[config.mk]
export PLATFORM = sky130hd
export DESIGN_NAME = ifls_top
export DESIGN_NICKNAME = d
export VERILOG_FILES = /design/src/hdl/ifls_pkg.sv /design/src/hdl/ifls_flag_if.sv /design/src/hdl/ifls_flag_bank.sv /design/src/hdl/ifls_top.sv
export SDC_FILE = /design/constraint.sdc
export NUM_CORES = 1
export LEC_CHECK = 0
export ABC_AREA = 1
export BUFFER_PORTS_ARGS = -buffer_cell sky130_fd_sc_hd__buf_2
export CAP_MARGIN = 25
export CELL_PAD_IN_SITES_DETAIL_PLACEMENT = 1
export CELL_PAD_IN_SITES_GLOBAL_PLACEMENT = 2
export CORE_MARGIN = 2
export CORE_UTILIZATION = 34
export CTS_BUF_LIST = sky130_fd_sc_hd__clkbuf_8
export DETAILED_ROUTE_END_ITERATION = 12
export PLACE_DENSITY_LB_ADDON = 0.1
export SLEW_MARGIN = 20
export SYNTH_ARGS = -nofsm -noshare
export SYNTH_HDL_FRONTEND = slang
export SYNTH_HIERARCHICAL = 1
export SYNTH_SLANG_ARGS = --single-unit
[constraint.sdc]
create_clock -name clk -period 0.9 [get_ports clk]
set_input_delay 0.045 -clock clk [delete_from_list [all_inputs] [get_ports clk]]
set_output_delay 0.045 -clock clk [all_outputs]
set_load 0.03 [all_outputs]
[src/hdl/ifls_pkg.sv]
// Package of offsets, field positions and reset values for the interrupt flag and level status block
// Overview of operation
// [RQ1] Top level bit reads 1 when the CPU level exceeds 7, else 0
// [RQ2] CPU level is top bit above the three low status word bits 7 to 5
// [RQ3] Control register bit 2 always reads 1
// [RQ4] Control bits 15 to 4 and 1 to 0 read 0; writes ignored
// [RQ5] Each flag reads 1 after a request, resets to 0, software readable and writable
// [RQ6] First flag register high byte holds UART2, external 2, timers, compares, DMA2
// [RQ7] First flag register low byte holds capture 6 and 5, bit 5 zero, others
// [RQ8] Second flag register holds fifteen sources with bit 4 unimplemented
// [RQ9] Flags stay set until written 0; a same-cycle event beats the clear
package ifls_pkg;
    localparam logic [3:0] OFS_CPU_CONTROL = 4'h0;
    localparam logic [3:0] OFS_FLAGS_A = 4'h2;
    localparam logic [3:0] OFS_FLAGS_B = 4'h4;
    localparam logic [3:0] OFS_IRQ_MASK_A = 4'h6;
    localparam logic [3:0] OFS_IRQ_MASK_B = 4'h8;
    localparam logic [3:0] OFS_STATUS_WORD = 4'hA;
    localparam int LEVEL_TOP_POS = 3;
    localparam int RESERVED_ONE_POS = 2;
    localparam int LOW_BITS_HI = 7;
    localparam int LOW_BITS_LO = 5;
    localparam logic [3:0] LEVEL_THRESHOLD = 4'h7;
    localparam logic [15:0] FLAGS_A_IMPL = 16'hFFDF;
    localparam logic [15:0] FLAGS_B_IMPL = 16'hFFEF;
    localparam logic [15:0] FLAGS_RESET = 16'h0000;
    localparam logic [15:0] MASK_RESET = 16'h0000;
    localparam logic [2:0] LOW_BITS_RESET = 3'h0;
endpackage

[src/hdl/ifls_flag_if.sv]
// Interface carrying one flag register's events and software access
`timescale 1ns/10ps
`default_nettype none
interface ifls_flag_if;
    logic [15:0] events;
    logic wr;
    logic [15:0] wdata;
    logic [15:0] flags;
    modport bank (input events, input wr, input wdata, output flags);
    modport ctl (output events, output wr, output wdata, input flags);
endinterface
`default_nettype wire

[src/hdl/ifls_flag_bank.sv]
// One sixteen-bit bank of sticky interrupt flags
`timescale 1ns/10ps
`default_nettype none
module ifls_flag_bank #(
    parameter logic [15:0] IMPL = 16'hFFFF
) (
    // Clock and reset
    input wire logic clk,
    input wire logic rst_n,
    // Flag access
    ifls_flag_if.bank fb
);
    logic [15:0] flags_r;
    logic [15:0] flags_nxt;

    always_comb begin
        flags_nxt = fb.wr ? fb.wdata : flags_r; // RQ5
        flags_nxt = (flags_nxt | fb.events) & IMPL; // RQ9
    end

    always_ff @(posedge clk or negedge rst_n) begin
        if (!rst_n) begin
            flags_r <= ifls_pkg::FLAGS_RESET; // RQ5
        end else begin
            flags_r <= flags_nxt;
        end
    end

    assign fb.flags = flags_r;

    a_event_wins_clear: assert property (@(posedge clk) disable iff (!rst_n) // RQ9
        (fb.events[0] && IMPL[0]) |=> flags_r[0])
        else $error("event lost against clear");
    a_flag_holds: assert property (@(posedge clk) disable iff (!rst_n) // RQ9
        (flags_r[1] && !fb.wr) |=> flags_r[1])
        else $error("flag dropped without write");
endmodule
`default_nettype wire

[src/hdl/ifls_top.sv]
// Interrupt flag and CPU level status block with register port and interrupt output
//
// Decided for this implementation: the strobed register port and the register addresses.
`timescale 1ns/10ps
`default_nettype none
module ifls_top (
    // Clock and reset
    input wire logic clk,
    input wire logic rst_n,
    // Register port
    input wire logic [3:0] addr,
    input wire logic [15:0] wdata,
    input wire logic wr_en,
    input wire logic rd_en,
    output logic [15:0] rdata,
    // Level set by the CPU core
    input wire logic set_level_top,
    input wire logic clr_level_top,
    // Source events, first bank
    input wire logic uart2_tx_flag,
    input wire logic uart2_rx_flag,
    input wire logic ext_in2_flag,
    input wire logic timer5_flag,
    input wire logic timer4_flag,
    input wire logic out_cmp4_flag,
    input wire logic out_cmp3_flag,
    input wire logic dma_ch2_flag,
    input wire logic capcmp6_flag,
    input wire logic capcmp5_flag,
    input wire logic ext_in1_flag,
    input wire logic pin_change_flag,
    input wire logic comparator_flag,
    input wire logic i2c1_master_flag,
    input wire logic i2c1_slave_flag,
    // Source events, second bank
    input wire logic multi_capcmp1_flag,
    input wire logic rtc_flag,
    input wire logic dma_ch5_flag,
    input wire logic spi3_rx_flag,
    input wire logic spi2_rx_flag,
    input wire logic spi1_rx_flag,
    input wire logic spi4_rx_flag,
    input wire logic key_store_done_flag,
    input wire logic crypto_done_flag,
    input wire logic ext_in4_flag,
    input wire logic ext_in3_flag,
    input wire logic capcmp7_timer_flag,
    input wire logic i2c2_master_flag,
    input wire logic i2c2_slave_flag,
    input wire logic capcmp6_timer_flag,
    // Status outputs
    output logic [3:0] cpu_level,
    output logic irq
);
    logic cpu_level_top_bit_r;
    logic [2:0] cpu_level_low_bits_r;
    logic [15:0] mask_a_r;
    logic [15:0] mask_b_r;
    logic [15:0] rdata_r;
    logic [15:0] rdata_nxt;
    logic [15:0] cpu_control;

    ifls_flag_if fa ();
    ifls_flag_if fbk ();

    function automatic logic hit(input logic [3:0] a, input logic [3:0] ofs);
        hit = (a == ofs);
    endfunction

    // Event mapping, first bank
    assign fa.events = {uart2_tx_flag, uart2_rx_flag, ext_in2_flag, timer5_flag,
        timer4_flag, out_cmp4_flag, out_cmp3_flag, dma_ch2_flag,
        capcmp6_flag, capcmp5_flag, 1'b0, ext_in1_flag,
        pin_change_flag, comparator_flag, i2c1_master_flag, i2c1_slave_flag}; // RQ6 RQ7
    assign fa.wr = wr_en && hit(addr, ifls_pkg::OFS_FLAGS_A);
    assign fa.wdata = wdata;

    // Event mapping, second bank
    assign fbk.events = {multi_capcmp1_flag, rtc_flag, dma_ch5_flag, spi3_rx_flag,
        spi2_rx_flag, spi1_rx_flag, spi4_rx_flag, key_store_done_flag,
        crypto_done_flag, ext_in4_flag, ext_in3_flag, 1'b0,
        capcmp7_timer_flag, i2c2_master_flag, i2c2_slave_flag, capcmp6_timer_flag}; // RQ8
    assign fbk.wr = wr_en && hit(addr, ifls_pkg::OFS_FLAGS_B);
    assign fbk.wdata = wdata;

    ifls_flag_bank #(.IMPL(ifls_pkg::FLAGS_A_IMPL)) u_bank_a (
        .clk(clk),
        .rst_n(rst_n),
        .fb(fa)
    );

    ifls_flag_bank #(.IMPL(ifls_pkg::FLAGS_B_IMPL)) u_bank_b (
        .clk(clk),
        .rst_n(rst_n),
        .fb(fbk)
    );

    // Each source lands on its own flag position
    a_uart2_tx_set: assert property (@(posedge clk) disable iff (!rst_n) // RQ6
        uart2_tx_flag |=> fa.flags[15])
        else $error("uart2 transmit flag misplaced");
    a_uart2_rx_set: assert property (@(posedge clk) disable iff (!rst_n) // RQ6
        uart2_rx_flag |=> fa.flags[14])
        else $error("uart2 receive flag misplaced");
    a_ext_in2_set: assert property (@(posedge clk) disable iff (!rst_n) // RQ6
        ext_in2_flag |=> fa.flags[13])
        else $error("external 2 flag misplaced");
    a_timer5_set: assert property (@(posedge clk) disable iff (!rst_n) // RQ6
        timer5_flag |=> fa.flags[12])
        else $error("timer 5 flag misplaced");
    a_timer4_set: assert property (@(posedge clk) disable iff (!rst_n) // RQ6
        timer4_flag |=> fa.flags[11])
        else $error("timer 4 flag misplaced");
    a_out_cmp4_set: assert property (@(posedge clk) disable iff (!rst_n) // RQ6
        out_cmp4_flag |=> fa.flags[10])
        else $error("compare 4 flag misplaced");
    a_out_cmp3_set: assert property (@(posedge clk) disable iff (!rst_n) // RQ6
        out_cmp3_flag |=> fa.flags[9])
        else $error("compare 3 flag misplaced");
    a_dma_ch2_set: assert property (@(posedge clk) disable iff (!rst_n) // RQ6
        dma_ch2_flag |=> fa.flags[8])
        else $error("dma 2 flag misplaced");
    a_capcmp6_set: assert property (@(posedge clk) disable iff (!rst_n) // RQ7
        capcmp6_flag |=> fa.flags[7])
        else $error("capture 6 flag misplaced");
    a_capcmp5_set: assert property (@(posedge clk) disable iff (!rst_n) // RQ7
        capcmp5_flag |=> fa.flags[6])
        else $error("capture 5 flag misplaced");
    a_ext_in1_set: assert property (@(posedge clk) disable iff (!rst_n) // RQ7
        ext_in1_flag |=> fa.flags[4])
        else $error("external 1 flag misplaced");
    a_pin_change_set: assert property (@(posedge clk) disable iff (!rst_n) // RQ7
        pin_change_flag |=> fa.flags[3])
        else $error("pin change flag misplaced");
    a_comparator_set: assert property (@(posedge clk) disable iff (!rst_n) // RQ7
        comparator_flag |=> fa.flags[2])
        else $error("comparator flag misplaced");
    a_i2c1_master_set: assert property (@(posedge clk) disable iff (!rst_n) // RQ7
        i2c1_master_flag |=> fa.flags[1])
        else $error("i2c1 master flag misplaced");
    a_i2c1_slave_set: assert property (@(posedge clk) disable iff (!rst_n) // RQ7
        i2c1_slave_flag |=> fa.flags[0])
        else $error("i2c1 slave flag misplaced");
    a_multi_capcmp_set: assert property (@(posedge clk) disable iff (!rst_n) // RQ8
        multi_capcmp1_flag |=> fbk.flags[15])
        else $error("multi capture flag misplaced");
    a_rtc_set: assert property (@(posedge clk) disable iff (!rst_n) // RQ8
        rtc_flag |=> fbk.flags[14])
        else $error("rtc flag misplaced");
    a_dma_ch5_set: assert property (@(posedge clk) disable iff (!rst_n) // RQ8
        dma_ch5_flag |=> fbk.flags[13])
        else $error("dma 5 flag misplaced");
    a_spi3_rx_set: assert property (@(posedge clk) disable iff (!rst_n) // RQ8
        spi3_rx_flag |=> fbk.flags[12])
        else $error("spi3 receive flag misplaced");
    a_spi2_rx_set: assert property (@(posedge clk) disable iff (!rst_n) // RQ8
        spi2_rx_flag |=> fbk.flags[11])
        else $error("spi2 receive flag misplaced");
    a_spi1_rx_set: assert property (@(posedge clk) disable iff (!rst_n) // RQ8
        spi1_rx_flag |=> fbk.flags[10])
        else $error("spi1 receive flag misplaced");
    a_spi4_rx_set: assert property (@(posedge clk) disable iff (!rst_n) // RQ8
        spi4_rx_flag |=> fbk.flags[9])
        else $error("spi4 receive flag misplaced");
    a_key_store_set: assert property (@(posedge clk) disable iff (!rst_n) // RQ8
        key_store_done_flag |=> fbk.flags[8])
        else $error("key store flag misplaced");
    a_crypto_done_set: assert property (@(posedge clk) disable iff (!rst_n) // RQ8
        crypto_done_flag |=> fbk.flags[7])
        else $error("crypto done flag misplaced");
    a_ext_in4_set: assert property (@(posedge clk) disable iff (!rst_n) // RQ8
        ext_in4_flag |=> fbk.flags[6])
        else $error("external 4 flag misplaced");
    a_ext_in3_set: assert property (@(posedge clk) disable iff (!rst_n) // RQ8
        ext_in3_flag |=> fbk.flags[5])
        else $error("external 3 flag misplaced");
    a_capcmp7_timer_set: assert property (@(posedge clk) disable iff (!rst_n) // RQ8
        capcmp7_timer_flag |=> fbk.flags[3])
        else $error("capture timer 7 flag misplaced");
    a_i2c2_master_set: assert property (@(posedge clk) disable iff (!rst_n) // RQ8
        i2c2_master_flag |=> fbk.flags[2])
        else $error("i2c2 master flag misplaced");
    a_i2c2_slave_set: assert property (@(posedge clk) disable iff (!rst_n) // RQ8
        i2c2_slave_flag |=> fbk.flags[1])
        else $error("i2c2 slave flag misplaced");
    a_capcmp6_timer_set: assert property (@(posedge clk) disable iff (!rst_n) // RQ8
        capcmp6_timer_flag |=> fbk.flags[0])
        else $error("capture timer 6 flag misplaced");

    // Low level bits of the status word
    always_ff @(posedge clk or negedge rst_n) begin
        if (!rst_n) begin
            cpu_level_low_bits_r <= ifls_pkg::LOW_BITS_RESET;
        end else if (wr_en && hit(addr, ifls_pkg::OFS_STATUS_WORD)) begin
            cpu_level_low_bits_r <= wdata[ifls_pkg::LOW_BITS_HI:ifls_pkg::LOW_BITS_LO]; // RQ2
        end
    end

    // Top level bit, set by the core, clearable by software writing 0
    always_ff @(posedge clk or negedge rst_n) begin
        if (!rst_n) begin
            cpu_level_top_bit_r <= 1'b0;
        end else if (set_level_top) begin
            cpu_level_top_bit_r <= 1'b1; // RQ1
        end else if (clr_level_top) begin
            cpu_level_top_bit_r <= 1'b0; // RQ1
        end else if (wr_en && hit(addr, ifls_pkg::OFS_CPU_CONTROL) && !wdata[ifls_pkg::LEVEL_TOP_POS]) begin
            cpu_level_top_bit_r <= 1'b0; // RQ1
        end
    end

    assign cpu_level = {cpu_level_top_bit_r, cpu_level_low_bits_r}; // RQ2

    // Level bit behaviour
    a_level_set: assert property (@(posedge clk) disable iff (!rst_n) // RQ1
        set_level_top |=> cpu_level[3])
        else $error("top level bit not set");
    a_level_clear: assert property (@(posedge clk) disable iff (!rst_n) // RQ1
        (clr_level_top && !set_level_top) |=> !cpu_level[3])
        else $error("top level bit not cleared");
    a_level_soft_clear: assert property (@(posedge clk) disable iff (!rst_n) // RQ1
        (wr_en && addr == ifls_pkg::OFS_CPU_CONTROL && !wdata[3] && !set_level_top) |=> !cpu_level[3])
        else $error("top level bit not cleared by write");
    a_level_top_hold: assert property (@(posedge clk) disable iff (!rst_n) // RQ1
        (!set_level_top && !clr_level_top && !(wr_en && addr == ifls_pkg::OFS_CPU_CONTROL && !wdata[3]))
        |=> $stable(cpu_level[3]))
        else $error("top level bit moved");
    a_low_bits_hold: assert property (@(posedge clk) disable iff (!rst_n) // RQ2
        !(wr_en && addr == ifls_pkg::OFS_STATUS_WORD) |=> $stable(cpu_level[2:0]))
        else $error("low level bits moved");

    // Control register image
    always_comb begin
        cpu_control = 16'h0000; // RQ4
        cpu_control[ifls_pkg::LEVEL_TOP_POS] = cpu_level_top_bit_r; // RQ1
        cpu_control[ifls_pkg::RESERVED_ONE_POS] = 1'b1; // RQ3
    end

    // Interrupt masks
    always_ff @(posedge clk or negedge rst_n) begin
        if (!rst_n) begin
            mask_a_r <= ifls_pkg::MASK_RESET;
            mask_b_r <= ifls_pkg::MASK_RESET;
        end else begin
            if (wr_en && hit(addr, ifls_pkg::OFS_IRQ_MASK_A)) begin
                mask_a_r <= wdata & ifls_pkg::FLAGS_A_IMPL;
            end
            if (wr_en && hit(addr, ifls_pkg::OFS_IRQ_MASK_B)) begin
                mask_b_r <= wdata & ifls_pkg::FLAGS_B_IMPL;
            end
        end
    end

    assign irq = |(fa.flags & mask_a_r) || |(fbk.flags & mask_b_r);

    // Read path
    always_comb begin
        rdata_nxt = 16'h0000;
        if (rd_en) begin
            unique case (addr)
                ifls_pkg::OFS_CPU_CONTROL: rdata_nxt = cpu_control;
                ifls_pkg::OFS_FLAGS_A: rdata_nxt = fa.flags; // RQ5
                ifls_pkg::OFS_FLAGS_B: rdata_nxt = fbk.flags; // RQ5
                ifls_pkg::OFS_IRQ_MASK_A: rdata_nxt = mask_a_r;
                ifls_pkg::OFS_IRQ_MASK_B: rdata_nxt = mask_b_r;
                ifls_pkg::OFS_STATUS_WORD: rdata_nxt = {8'h00, cpu_level_low_bits_r, 5'h00};
                default: rdata_nxt = 16'h0000;
            endcase
        end
    end

    always_ff @(posedge clk or negedge rst_n) begin
        if (!rst_n) begin
            rdata_r <= 16'h0000;
        end else begin
            rdata_r <= rdata_nxt;
        end
    end

    assign rdata = rdata_r;

    a_level_top_read: assert property (@(posedge clk) disable iff (!rst_n) // RQ1
        (rd_en && addr == ifls_pkg::OFS_CPU_CONTROL)
        |=> (rdata[3] == ($past(cpu_level) > ifls_pkg::LEVEL_THRESHOLD)))
        else $error("top level bit does not match level");
    a_level_concat: assert property (@(posedge clk) disable iff (!rst_n) // RQ2
        (wr_en && addr == ifls_pkg::OFS_STATUS_WORD) |=> (cpu_level[2:0] == $past(wdata[7:5])))
        else $error("low level bits not taken");
    a_reserved_one: assert property (@(posedge clk) disable iff (!rst_n) // RQ3
        (rd_en && addr == ifls_pkg::OFS_CPU_CONTROL) |=> rdata[2])
        else $error("reserved bit not one");
    a_unimpl_zero: assert property (@(posedge clk) disable iff (!rst_n) // RQ4
        (rd_en && addr == ifls_pkg::OFS_CPU_CONTROL) |=> (rdata[15:4] == 12'h000 && rdata[1:0] == 2'h0))
        else $error("unimplemented control bits not zero");
    a_control_image: assert property (@(posedge clk) disable iff (!rst_n) // RQ3 RQ4
        (rd_en && addr == ifls_pkg::OFS_CPU_CONTROL) |=> (rdata == {12'h000, $past(cpu_level[3]), 3'h4}))
        else $error("control register image wrong");
    a_flag_set_read: assert property (@(posedge clk) disable iff (!rst_n) // RQ5 RQ6
        (timer5_flag ##1 !fa.wr ##1 (rd_en && addr == ifls_pkg::OFS_FLAGS_A)) |=> rdata[12])
        else $error("timer flag not at bit 12");
    a_flags_a_read: assert property (@(posedge clk) disable iff (!rst_n) // RQ5
        (rd_en && addr == ifls_pkg::OFS_FLAGS_A) |=> (rdata == $past(fa.flags)))
        else $error("first bank read wrong");
    a_flags_b_read: assert property (@(posedge clk) disable iff (!rst_n) // RQ5
        (rd_en && addr == ifls_pkg::OFS_FLAGS_B) |=> (rdata == $past(fbk.flags)))
        else $error("second bank read wrong");
    a_low_bits_read: assert property (@(posedge clk) disable iff (!rst_n) // RQ2
        (rd_en && addr == ifls_pkg::OFS_STATUS_WORD) |=> (rdata[7:5] == $past(cpu_level[2:0])))
        else $error("low level bits read wrong");
    a_uart2_tx_write: assert property (@(posedge clk) disable iff (!rst_n) // RQ5
        (fa.wr && wdata[15]) |=> fa.flags[15])
        else $error("first bank write not taken");
    a_i2c2_slave_write: assert property (@(posedge clk) disable iff (!rst_n) // RQ5
        (fbk.wr && wdata[1]) |=> fbk.flags[1])
        else $error("second bank write not taken");
    a_key_store_write: assert property (@(posedge clk) disable iff (!rst_n) // RQ5
        (fbk.wr && wdata[8]) |=> fbk.flags[8])
        else $error("key store flag write not taken");
    a_bank_a_gap: assert property (@(posedge clk) disable iff (!rst_n) // RQ7
        (rd_en && addr == ifls_pkg::OFS_FLAGS_A) |=> !rdata[5])
        else $error("first bank bit 5 not zero");
    a_bank_b_gap: assert property (@(posedge clk) disable iff (!rst_n) // RQ8
        (rd_en && addr == ifls_pkg::OFS_FLAGS_B) |=> !rdata[4])
        else $error("second bank bit 4 not zero");
    a_bank_a_hole: assert property (@(posedge clk) disable iff (!rst_n) // RQ7
        !fa.flags[5])
        else $error("first bank bit 5 stored");
    a_bank_b_hole: assert property (@(posedge clk) disable iff (!rst_n) // RQ8
        !fbk.flags[4])
        else $error("second bank bit 4 stored");
    a_timer5_clear: assert property (@(posedge clk) disable iff (!rst_n) // RQ9
        (fa.wr && !wdata[12] && !timer5_flag) |=> !fa.flags[12])
        else $error("timer flag not cleared");
    a_rtc_clear: assert property (@(posedge clk) disable iff (!rst_n) // RQ9
        (fbk.wr && !wdata[14] && !rtc_flag) |=> !fbk.flags[14])
        else $error("rtc flag not cleared");
    a_timer5_hold: assert property (@(posedge clk) disable iff (!rst_n) // RQ9
        (fa.flags[12] && !fa.wr) |=> fa.flags[12])
        else $error("timer flag dropped without write");
    a_rtc_hold: assert property (@(posedge clk) disable iff (!rst_n) // RQ9
        (fbk.flags[14] && !fbk.wr) |=> fbk.flags[14])
        else $error("rtc flag dropped without write");
    a_rtc_wins: assert property (@(posedge clk) disable iff (!rst_n) // RQ9
        (rtc_flag && fbk.wr && !wdata[14]) |=> fbk.flags[14])
        else $error("rtc event lost against clear");
endmodule
`default_nettype wire

Word level (Yosys, flattened, before mapping)
Cells that the tools add are included.
Operators by class
  eq/ne operators: 5
  muxes and demuxes: 7
  bitwise operators: 4
  reductions and logical operators: 13
Operator list (count)
  $pmux 16 s6: 1
  $mux 16: 3
  $and 16x16->16: 2
  $or 16x16->16: 2
  $reduce_or 16->1: 2
  $eq 4x3->1 const B: 2
  $eq 4x4->1 const B: 2
  $logic_and 1x1->1: 7
  $eq 4x2->1 const B: 1
  $logic_not 4->1: 1
  $mux 1: 3
  $reduce_bool 3->1: 1
  $logic_not 1->1: 1
  $logic_or 1x1->1: 1
Storage, ports and cells
  flip-flop bits (word level): 80
  output and inout port bits: 21
  logic and storage cells: 36

Logic depth before layout (Yosys ltp)
Gate-level depths: netlist of the first run.
  depth in word-level cells: 6
  mapped depth: 10
  mapped depth without buffers: 7

By module
Netlist of the first run, hierarchy kept.
Modules (own cells, without submodules)
  ifls_top: times used 1, cells an instance 355, area an instance 2668.8 um^2
  ifls_flag_bank: times used 2, cells an instance 81, area an instance 757.0 um^2

Worst setup path before layout of the first run
OpenSTA, ideal clock, no wires.
  kind: input to register
  start point: input addr[3]
  end point: register u_bank_a.flags_r[13], in the netlist u_bank_a/fb.flags[13]
  data arrival time: 1.043 ns
  data required time: 0.780 ns
  slack: -0.264 ns
  stages: 9
  path buffers: 3
  cells stage by stage: nor2_2 > buf_6 > nand2_1 > nor2_1 > buf_6 > inv_6 > buf_12 > nand2_2 > nand3_2
On the way
  longest elaborated chain between the ends: 4
RTL lines
  from (decl): RTL line ifls_top.sv:11  | input wire logic [3:0] addr,
  $eq 4x2->1: RTL line ifls_top.sv:67  | hit = (a == ofs);
  $logic_and 1x1->1: RTL line ifls_top.sv:75  | assign fa.wr = wr_en && hit(addr, ifls_pkg::OFS_FLAGS_A);
  net fa.wr: RTL line ifls_flag_if.sv:6  | logic wr;
  $mux 16: RTL line ifls_flag_bank.sv:17  | flags_nxt = fb.wr ? fb.wdata : flags_r;
  $or 16x16->16: RTL line ifls_flag_bank.sv:18  | flags_nxt = (flags_nxt | fb.events) & IMPL;
  net u_bank_a.flags_nxt[13]: RTL line ifls_flag_bank.sv:14  | logic [15:0] flags_nxt;
  to (signal assigned): RTL line ifls_flag_bank.sv:23  | flags_r <= ifls_pkg::FLAGS_RESET;
  to (signal assigned): RTL line ifls_flag_bank.sv:25  | flags_r <= flags_nxt;
  to (decl): RTL line ifls_flag_bank.sv:13  | logic [15:0] flags_r;
The timed path passes the listed nets, and every way through them passes these cells.
A chain may end at the register's enable or synchronous reset.

Worst setup path after layout of the first run
  start point: register u_bank_a.flags_r[4], in the netlist u_bank_a/fb.flags[4]
  end point: output irq
On the way
  longest elaborated chain between the ends: 3
RTL lines
  $and 16x16->16: RTL line ifls_top.sv:254  | assign irq = |(fa.flags & mask_a_r) || |(fbk.flags & mask_b_r);
  $reduce_or 16->1: RTL line ifls_top.sv:254
  $logic_or 1x1->1: RTL line ifls_top.sv:254
  to (decl): RTL line ifls_top.sv:53  | output logic irq
No other way between the ends.

==> impl_metrics.py, run 1 <==
metrics = {
    "global_route": {
        "grt_pass1_vias": 4461,
        "antenna_found_initial": 0,
        "grt_usage_pct": 23.1,
        "grt_max_degree": 33,
        "grt_pass1_wl_um": 22900,
        "overflow": 0,
    },
    "critical_path": {
        "path_class": "register to output port",
        "critPathArrivalTime_ns": 1.49,
        "endpoint_kind": "output port",
        "critPathLaunchType": "register",
        "crit_fanout": 2,
        "worst_ep_required_time_ns": 0.85,
    },
    "synth": {
        "syn_nets": 572,
        "avgSynthCellArea_sq_um": 8.10,
        "netlist_instances": 516,
        "syn_area_sq_um": 4180,
        "ys_warn_count": 6,
    },
    "detailed_routing": {
        "drt_wl_total_um": 14600,
        "via_per_inst": 4.74,
        "wire_per_inst_um": 16.7,
        "drc": 0,
        "firstDrtPassIters": 4,
        "vias": 4157,
        "ant_nets": 0,
        "drtIter0Drc": 122,
    },
    "floorplan": {
        "io_pins": 77,
        "core.rowCount": 40,
        "die-area_sq_um": 13200,
        "fp.dieW_um": 115,
        "die_y_um": 115,
        "start_util_pct": 34.8,
        "core_area_sq_um": 12000,
    },
    "cts": {
        "clock_latency_ns": 0.38,
        "tritoncts": "built",
        "path_clk_slew_ns": 0.09,
        "cts_buffer_depth": 2,
        "htreeDepth": 3,
        "clock-sinks": 80,
        "cts_buffers": 9,
        "ctsRootBufferMaster": "clkbuf_8",
    },
    "final_layout": {
        "final_common_cell": "nand2_1",
        "layout_common_cells": "122 x nand2_1, 77 x dfrtp_1, 65 x inv_1",
        "synthToLayoutAreaGrowth_pct": 62.8,
        "diodes": 0,
        "fin_util_pct": 56.6,
        "final-seq-area_sq_um": 2010,
        "nets": 781,
        "multi_input_area_sq_um": 2080,
        "drive_above_1_share_pct": 45.1,
        "fillCellCount": 1369,
    },
    "pwr": {
        "peakVddDrop_uv": 707,
        "leakage_nw": 3.31,
        "power-per-cell-area_nw_per_um2": 1410,
    },
    "sta": {
        "fmax_ghz": 0.651,
        "maxSlewViolCount": 0,
        "post-route-period-util_pct": 171,
        "skew_ns": 0.0108,
        "timing.setup.tns_ns": -2.23,
        "postLayoutSetupSlackWorst_ns": -0.635,
        "rsz0062_at_grt": "true",
        "hold_viol": 0,
        "min_period_ns": 1.54,
        "setup_viol": 34,
    },
    "placed_design": {
        "numPortBuffers": 76,
        "dp_hpwl_um": 10200,
        "gp_congestion": 0.794,
    },
    "run": {
        "cap_violations": 0,
    },
    "hold_path": {
        "hold_path.class": "input port to asynchronous set/reset pin",
    },
    "run_status": {
        "violations": "setup timing",
        "status": "finished with violations",
    },
}
==> layout make-up <==
class,instances,area share [%]
Tap cell,147,2.70
Clock buffer,11,2.23
Multi-Input combinational cell,342,30.6
Inverter,68,4.19
Timing Repair Buffer,224,30.1
Clock inverter,5,0.699
Sequential cell,80,29.5
==> metrics by stage <==
stage          cell area, sq um  hold slack, ns  instances  power, mW  worst slack, ns
6_report                   6800          0.0674        877       9.61           -0.635
4_1_cts                    6520          0.0668        868       9.53           -0.655
2_1_floorplan              4240          -0.251        516       5.25           -0.174
3_3_place_gp               5310         -0.0720        793       6.17           -0.358
3_5_place_dp               5310         -0.0701        793       6.25           -0.396
5_1_grt                    6800          0.0674        877       10.1           -0.753
==> path summary, 6_finish.rpt <==
check                                     startpoint              endpoint  slack [ns]  cells after the start
worst max-delay path            u_bank_a/fb.flags[4]                   irq       -0.64                      7
worst min-delay path                           rst_n  u_bank_b/fb.flags[8]        0.07                      2
worst max register to register  u_bank_a/fb.flags[4]              rdata[4]       -0.19                      7
worst min register to register           mask_a_r[3]           mask_a_r[3]        0.54                      2
max in group asynchronous                      rst_n          mask_b_r[15]        0.37                      3
min in group clk                            wdata[3]   cpu_level_top_bit_r        0.07                      3
==> sequential cells by signal, summed over array words and instances, names as in the netlist <==
register              flops
cpu_level_low_bits_r      3
cpu_level_top_bit_r       1
mask_a_r                 15
mask_b_r                 15
rdata                    16
u_bank_a/fb.flags        15
u_bank_b/fb.flags        15
==> layer usage <==
layer | global-route usage [%] | share of wire [%]
met4 | 9.16 | 2.2
met5 | 0 | 0
met3 | 3.06 | 2.1
met2 | 42.9 | 54
met1 | 26.8 | 42
==> timing repair <==
action,4_1_cts,5_1_grt
setup buffers,17,18
setup endpoints to repair,37,55
gates resized for setup,115,63
hold buffers,49,0
pin swaps,33,27
hold endpoints to repair,139,0
==> critical path, cell delays in order, from the launching register on <==
cell     delay [ns]
dfrtp_1        0.40
nand2_1        0.09
nand2_1        0.07
nor2_2         0.15
nand2_1        0.08
nor3_2         0.12
nand2_2        0.08
buf_6          0.14
==> report_power, final <==
part | switching (mW) | total, mW | internal (mW)
logic | 1.38 | 2.59 | 1.22
registers | 0.251 | 4.24 | 3.99
clock network | 1.37 | 2.78 | 1.41
total | 3.00 | 9.61 | 6.61
No activity file was read; power rests on OpenSTA's default activity.
==> inputs of run 2 (changes only) <==
Settings changed: BUFFER_PORTS_ARGS -buffer_cell sky130_fd_sc_hd__buf_2 to -buffer_cell sky130_fd_sc_hd__buf_4.
==> impl_metrics.py, run 2 (same netlist as run 1, synthesis figures left out) <==
metrics = {
    "run_status": {
        "status": "finished with violations",
        "violations": "setup timing",
    },
    "sta": {
        "skew_ns": 0.00659,
        "rsz0062_at_grt": "true",
        "fmax_ghz": 0.652,
        "post-route-period-util_pct": 170,
        "min_period_ns": 1.53,
        "setup_viol": 34,
        "postLayoutSetupSlackWorst_ns": -0.633,
        "hold_viol": 0,
        "hold_ws_ns": 0.133,
        "maxSlewViolCount": 0,
    },
    "placed_design": {
        "numPortBuffers": 76,
        "dp_hpwl_um": 10300,
        "dp.cells": 790,
        "gp_congestion": 0.789,
    },
    "critical_path": {
        "path_class": "register to output port",
        "worst_ep_required_time_ns": 0.85,
        "endpoint_kind": "output port",
        "critPathArrivalTime_ns": 1.49,
        "crit_fanout": 2,
        "critPathLaunchType": "register",
    },
    "final_layout": {
        "synthToLayoutAreaGrowth_pct": 61.9,
        "layout_common_cells": "124 x nand2_1, 96 x buf_4, 77 x dfrtp_1",
        "multi_input_area_sq_um": 2030,
        "largest_reg_flops": 16,
        "diodes": 0,
        "final_common_cell": "nand2_1",
        "drive_above_1_share_pct": 41.4,
        "final-seq-area_sq_um": 2010,
        "nets": 771,
        "fillCellCount": 1386,
        "fin_util_pct": 56.3,
        "finalNonFillerCells": 866,
    },
    "floorplan": {
        "die_y_um": 115,
        "io_pins": 77,
        "core_area_sq_um": 12000,
        "start_util_pct": 34.8,
        "die-area_sq_um": 13200,
        "core.rowCount": 40,
        "fp.dieW_um": 115,
    },
    "cts": {
        "tritoncts": "built",
        "htreeDepth": 3,
        "cts_buffer_depth": 2,
        "ctsRootBufferMaster": "clkbuf_8",
        "clock_latency_ns": 0.35,
        "path_clk_slew_ns": 0.08,
        "clock-sinks": 80,
        "cts_buffers": 9,
    },
    "detailed_routing": {
        "drtIter0Drc": 167,
        "vias": 4138,
        "wl_met3_um": 315,
        "via_per_inst": 4.78,
        "ant_nets": 0,
        "firstDrtPassIters": 4,
        "drt-met1-wl_um": 6120,
        "drt_wl_total_um": 14900,
        "wire_per_inst_um": 17.2,
        "wl_met2_um": 8210,
        "highest_layer": "met4",
        "drc": 0,
    },
    "run": {
        "cap_violations": 0,
    },
    "pwr": {
        "total_power_mw": 9.23,
        "leakage_nw": 3.27,
        "peakVddDrop_uv": 526,
        "power-per-cell-area_nw_per_um2": 1360,
    },
    "global_route": {
        "grt_max_degree": 31,
        "grt_pass1_vias": 4544,
        "overflow": 0,
        "antenna_found_initial": 0,
        "grt_pass1_wl_um": 23600,
        "grt_usage_pct": 23.3,
    },
    "hold_path": {
        "hold_path.class": "input port to asynchronous set/reset pin",
    },
}
-- run 2: what timing repair did --
item,in CTS,in global routing
pin swaps,27,25
setup endpoints to repair,36,53
hold endpoints to repair,140,0
gates resized for setup,80,50
setup buffers,10,15
hold buffers,50,0
gates cloned,0,0
-- run 2: critical path, stage by stage, from the launching register on --
cell,delay [ns]
dfrtp_1,0.40
nand2_1,0.09
nand2_1,0.06
nor2_2,0.14
nand2_1,0.08
nor3_2,0.15
nand2_2,0.08
buf_6,0.14
-- run 2: path summary, 6_finish.rpt --
path                                      start                      end  slack [ns]  cells past startpoint
max                        u_bank_a/fb.flags[4]                      irq       -0.63                      7
min                                       rst_n                 rdata[2]        0.13                      2
max reg2reg                         mask_b_r[2]                 rdata[2]       -0.16                      5
min reg2reg                         mask_a_r[3]              mask_a_r[3]        0.53                      2
max in group asynchronous                 rst_n  cpu_level_low_bits_r[2]        0.33                      3
min in group clk                        addr[0]      cpu_level_top_bit_r        0.17                      5
-- run 2: metrics by stage --
step	cell area (sq um)	TNS [ns]	worst slack (ns)
after floorplan	4240	-3.28	-0.174
after global placement	5490	-16.76	-0.361
after detailed placement	5490	-18.47	-0.411
after CTS	6520	-2.16	-0.616
after global routing	6770	-3.19	-0.712
final	6770	-1.85	-0.633
-- run 2: power by group --
group,internal (mW),switching (mW),total [mW]
Combinational,1.26,1.36,2.61
Clock,1.10,1.28,2.38
Sequential,3.99,0.249,4.24
Total,6.35,2.88,9.23
-- run 2: area by class of cell --
type                       instances  area share (%)
tap                              147            2.72
sequential                        80            29.6
multi-input combinational        342            30.1
clock inverter                     4           0.222
timing repair buffer             214            30.9
clock buffer                      11            2.24
inverter                          68            4.22
-- run 2: metal layers --
| metal | vias to the layer above | track usage, % |
|---|---|---|
| li1 | 2013 | - |
| met4 | 0 | 8.84 |
| met5 | - | 0 |
| met1 | 2046 | 27.0 |
| met2 | 66 | 44.0 |
| met3 | 13 | 2.27 |
==> inputs of run 3 (changes only) <==
Settings changed: PLACE_DENSITY set to 0.89, PLACE_DENSITY_LB_ADDON 0.1 to not set.
==> impl_metrics.py, run 3 (same netlist as run 1, synthesis figures left out) <==
metrics = {
    "critical_path": {
        "crit_fanout": 2,
        "endpoint_kind": "output port",
        "critPathArrivalTime_ns": 1.50,
        "worst_ep_required_time_ns": 0.85,
        "path_class": "register to output port",
        "critPathLaunchType": "register",
    },
    "sta": {
        "hold_viol": 0,
        "fmax_ghz": 0.645,
        "skew_ns": 0.0137,
        "post-route-period-util_pct": 172,
        "min_period_ns": 1.55,
        "rsz0062_at_grt": "true",
        "postLayoutSetupSlackWorst_ns": -0.650,
        "maxSlewViolCount": 0,
        "hold_ws_ns": 0.165,
        "setup_viol": 38,
    },
    "final_layout": {
        "synthToLayoutAreaGrowth_pct": 63.3,
        "multi_input_area_sq_um": 2070,
        "layout_common_cells": "125 x nand2_1, 96 x buf_4, 77 x dfrtp_1",
        "nets": 771,
        "drive_above_1_share_pct": 44.2,
        "final-seq-area_sq_um": 2010,
        "final_common_cell": "nand2_1",
        "finalNonFillerCells": 867,
        "fin_util_pct": 56.8,
        "diodes": 0,
        "fillCellCount": 1396,
        "largest_reg_flops": 16,
    },
    "detailed_routing": {
        "ant_nets": 0,
        "wire_per_inst_um": 17.6,
        "drc": 0,
        "vias": 4249,
        "drtIter0Drc": 126,
        "drt_wl_total_um": 15200,
        "firstDrtPassIters": 4,
        "via_per_inst": 4.90,
    },
    "hold_path": {
        "hold_path.class": "input port to register",
    },
    "cts": {
        "cts_buffer_depth": 2,
        "cts_buffers": 9,
        "clock-sinks": 80,
        "htreeDepth": 3,
        "path_clk_slew_ns": 0.09,
        "ctsRootBufferMaster": "clkbuf_8",
        "tritoncts": "built",
        "clock_latency_ns": 0.38,
    },
    "global_route": {
        "antenna_found_initial": 0,
        "grt_max_degree": 52,
        "grt_pass1_vias": 4738,
        "overflow": 0,
        "grt_pass1_wl_um": 24000,
        "grt_usage_pct": 23.9,
    },
    "pwr": {
        "total_power_mw": 9.79,
        "comb_power_share_pct": 27.9,
        "peakVddDrop_uv": 728,
        "p_seq_share_pct": 43.5,
        "clockPowerShare_pct": 28.6,
        "switching_power_mw": 3.09,
        "power-per-cell-area_nw_per_um2": 1430,
        "leakage_nw": 3.30,
        "swShare_pct": 31.6,
        "power.internal_mw": 6.69,
    },
    "placed_design": {
        "dp_hpwl_um": 9820,
        "gp_congestion": 0.856,
        "pre_cts_ws_ns": -0.318,
        "numPortBuffers": 76,
        "dp.cells": 788,
    },
    "floorplan": {
        "die-area_sq_um": 13200,
        "core_area_sq_um": 12000,
        "start_util_pct": 34.8,
        "core.rowCount": 40,
        "die_y_um": 115,
        "fp.dieW_um": 115,
        "io_pins": 77,
    },
    "run_status": {
        "status": "finished with violations",
        "violations": "setup timing",
    },
    "run": {
        "cap_violations": 0,
    },
}
run 3: cell count changes in the layout (fill, tap and decap cells not counted), sizes merged:
| cell | before | now |
|---|---|---|
| bufinv | 0 | 1 |
| clkinv | 0 | 2 |
| inv | 72 | 70 |
run 3: timing repair:
item | CTS | global route
gates cloned | 0 | 0
pin swaps | 37 | 37
hold buffers | 50 | 0
gates resized for setup | 97 | 49
setup endpoints to repair | 36 | 42
hold endpoints to repair | 144 | 0
buffers inserted | 16 | 15
run 3: power groups by stage:
stage	combinational, mW	clock, mW	sequential [mW]
2_1_floorplan	0.872	0	4.37
3_3_place_gp	2.01	0	4.24
3_5_place_dp	2.08	0	4.29
4_1_cts	2.55	2.87	4.23
5_1_grt	2.98	3.04	4.29
6_report	2.73	2.80	4.25
run 3: worst max-delay path, stage by stage, from the launching register on:
cell	delay (ns)
dfrtp_1	0.40
nand2_1	0.10
nand2_1	0.08
nor2_2	0.12
nand2_1	0.07
nor3_2	0.12
nand2_2	0.08
buf_6	0.14
run 3: stage by stage:
| stage | setup TNS (ns) | cell area (sq um) |
|---|---|---|
| 4_1_cts | -2.69 | 6610 |
| 3_5_place_dp | -14.86 | 5460 |
| 3_3_place_gp | -12.58 | 5460 |
| 5_1_grt | -4.31 | 6830 |
| 6_report | -2.73 | 6830 |
| 2_1_floorplan | -3.28 | 4240 |
run 3: per-layer routing:
layer  up-vias  share of wire, %  GRT usage [%]
met1      2123                41           28.8
met3        21               2.9           3.00
li1       2013                 -              -
met4         0               2.3           8.84
met5         -                 0              0
met2        92                54           43.4
run 3: area by class of cell:
cell class | instances | area share [%]
repair buffers | 214 | 30.5
multi-input cells | 342 | 30.3
flip-flops and latches | 80 | 29.4
inverters | 68 | 4.18
clock buffers | 11 | 2.22
clock inverters | 5 | 0.697
well taps | 147 | 2.69
run 3: worst paths after layout:
path                                 startpoint                       to  slack [ns]  cells after the start
setup / recovery           u_bank_a/fb.flags[4]                      irq       -0.65                      7
setup reg to reg                    mask_b_r[2]                 rdata[2]       -0.13                      5
hold / removal                            wr_en  cpu_level_low_bits_r[1]        0.17                      4
min in group asynchronous                 rst_n  cpu_level_low_bits_r[2]        0.18                      3
hold reg to reg                    mask_a_r[10]             mask_a_r[10]        0.56                      2
max in group asynchronous                 rst_n    u_bank_a/fb.flags[12]        0.42                      3
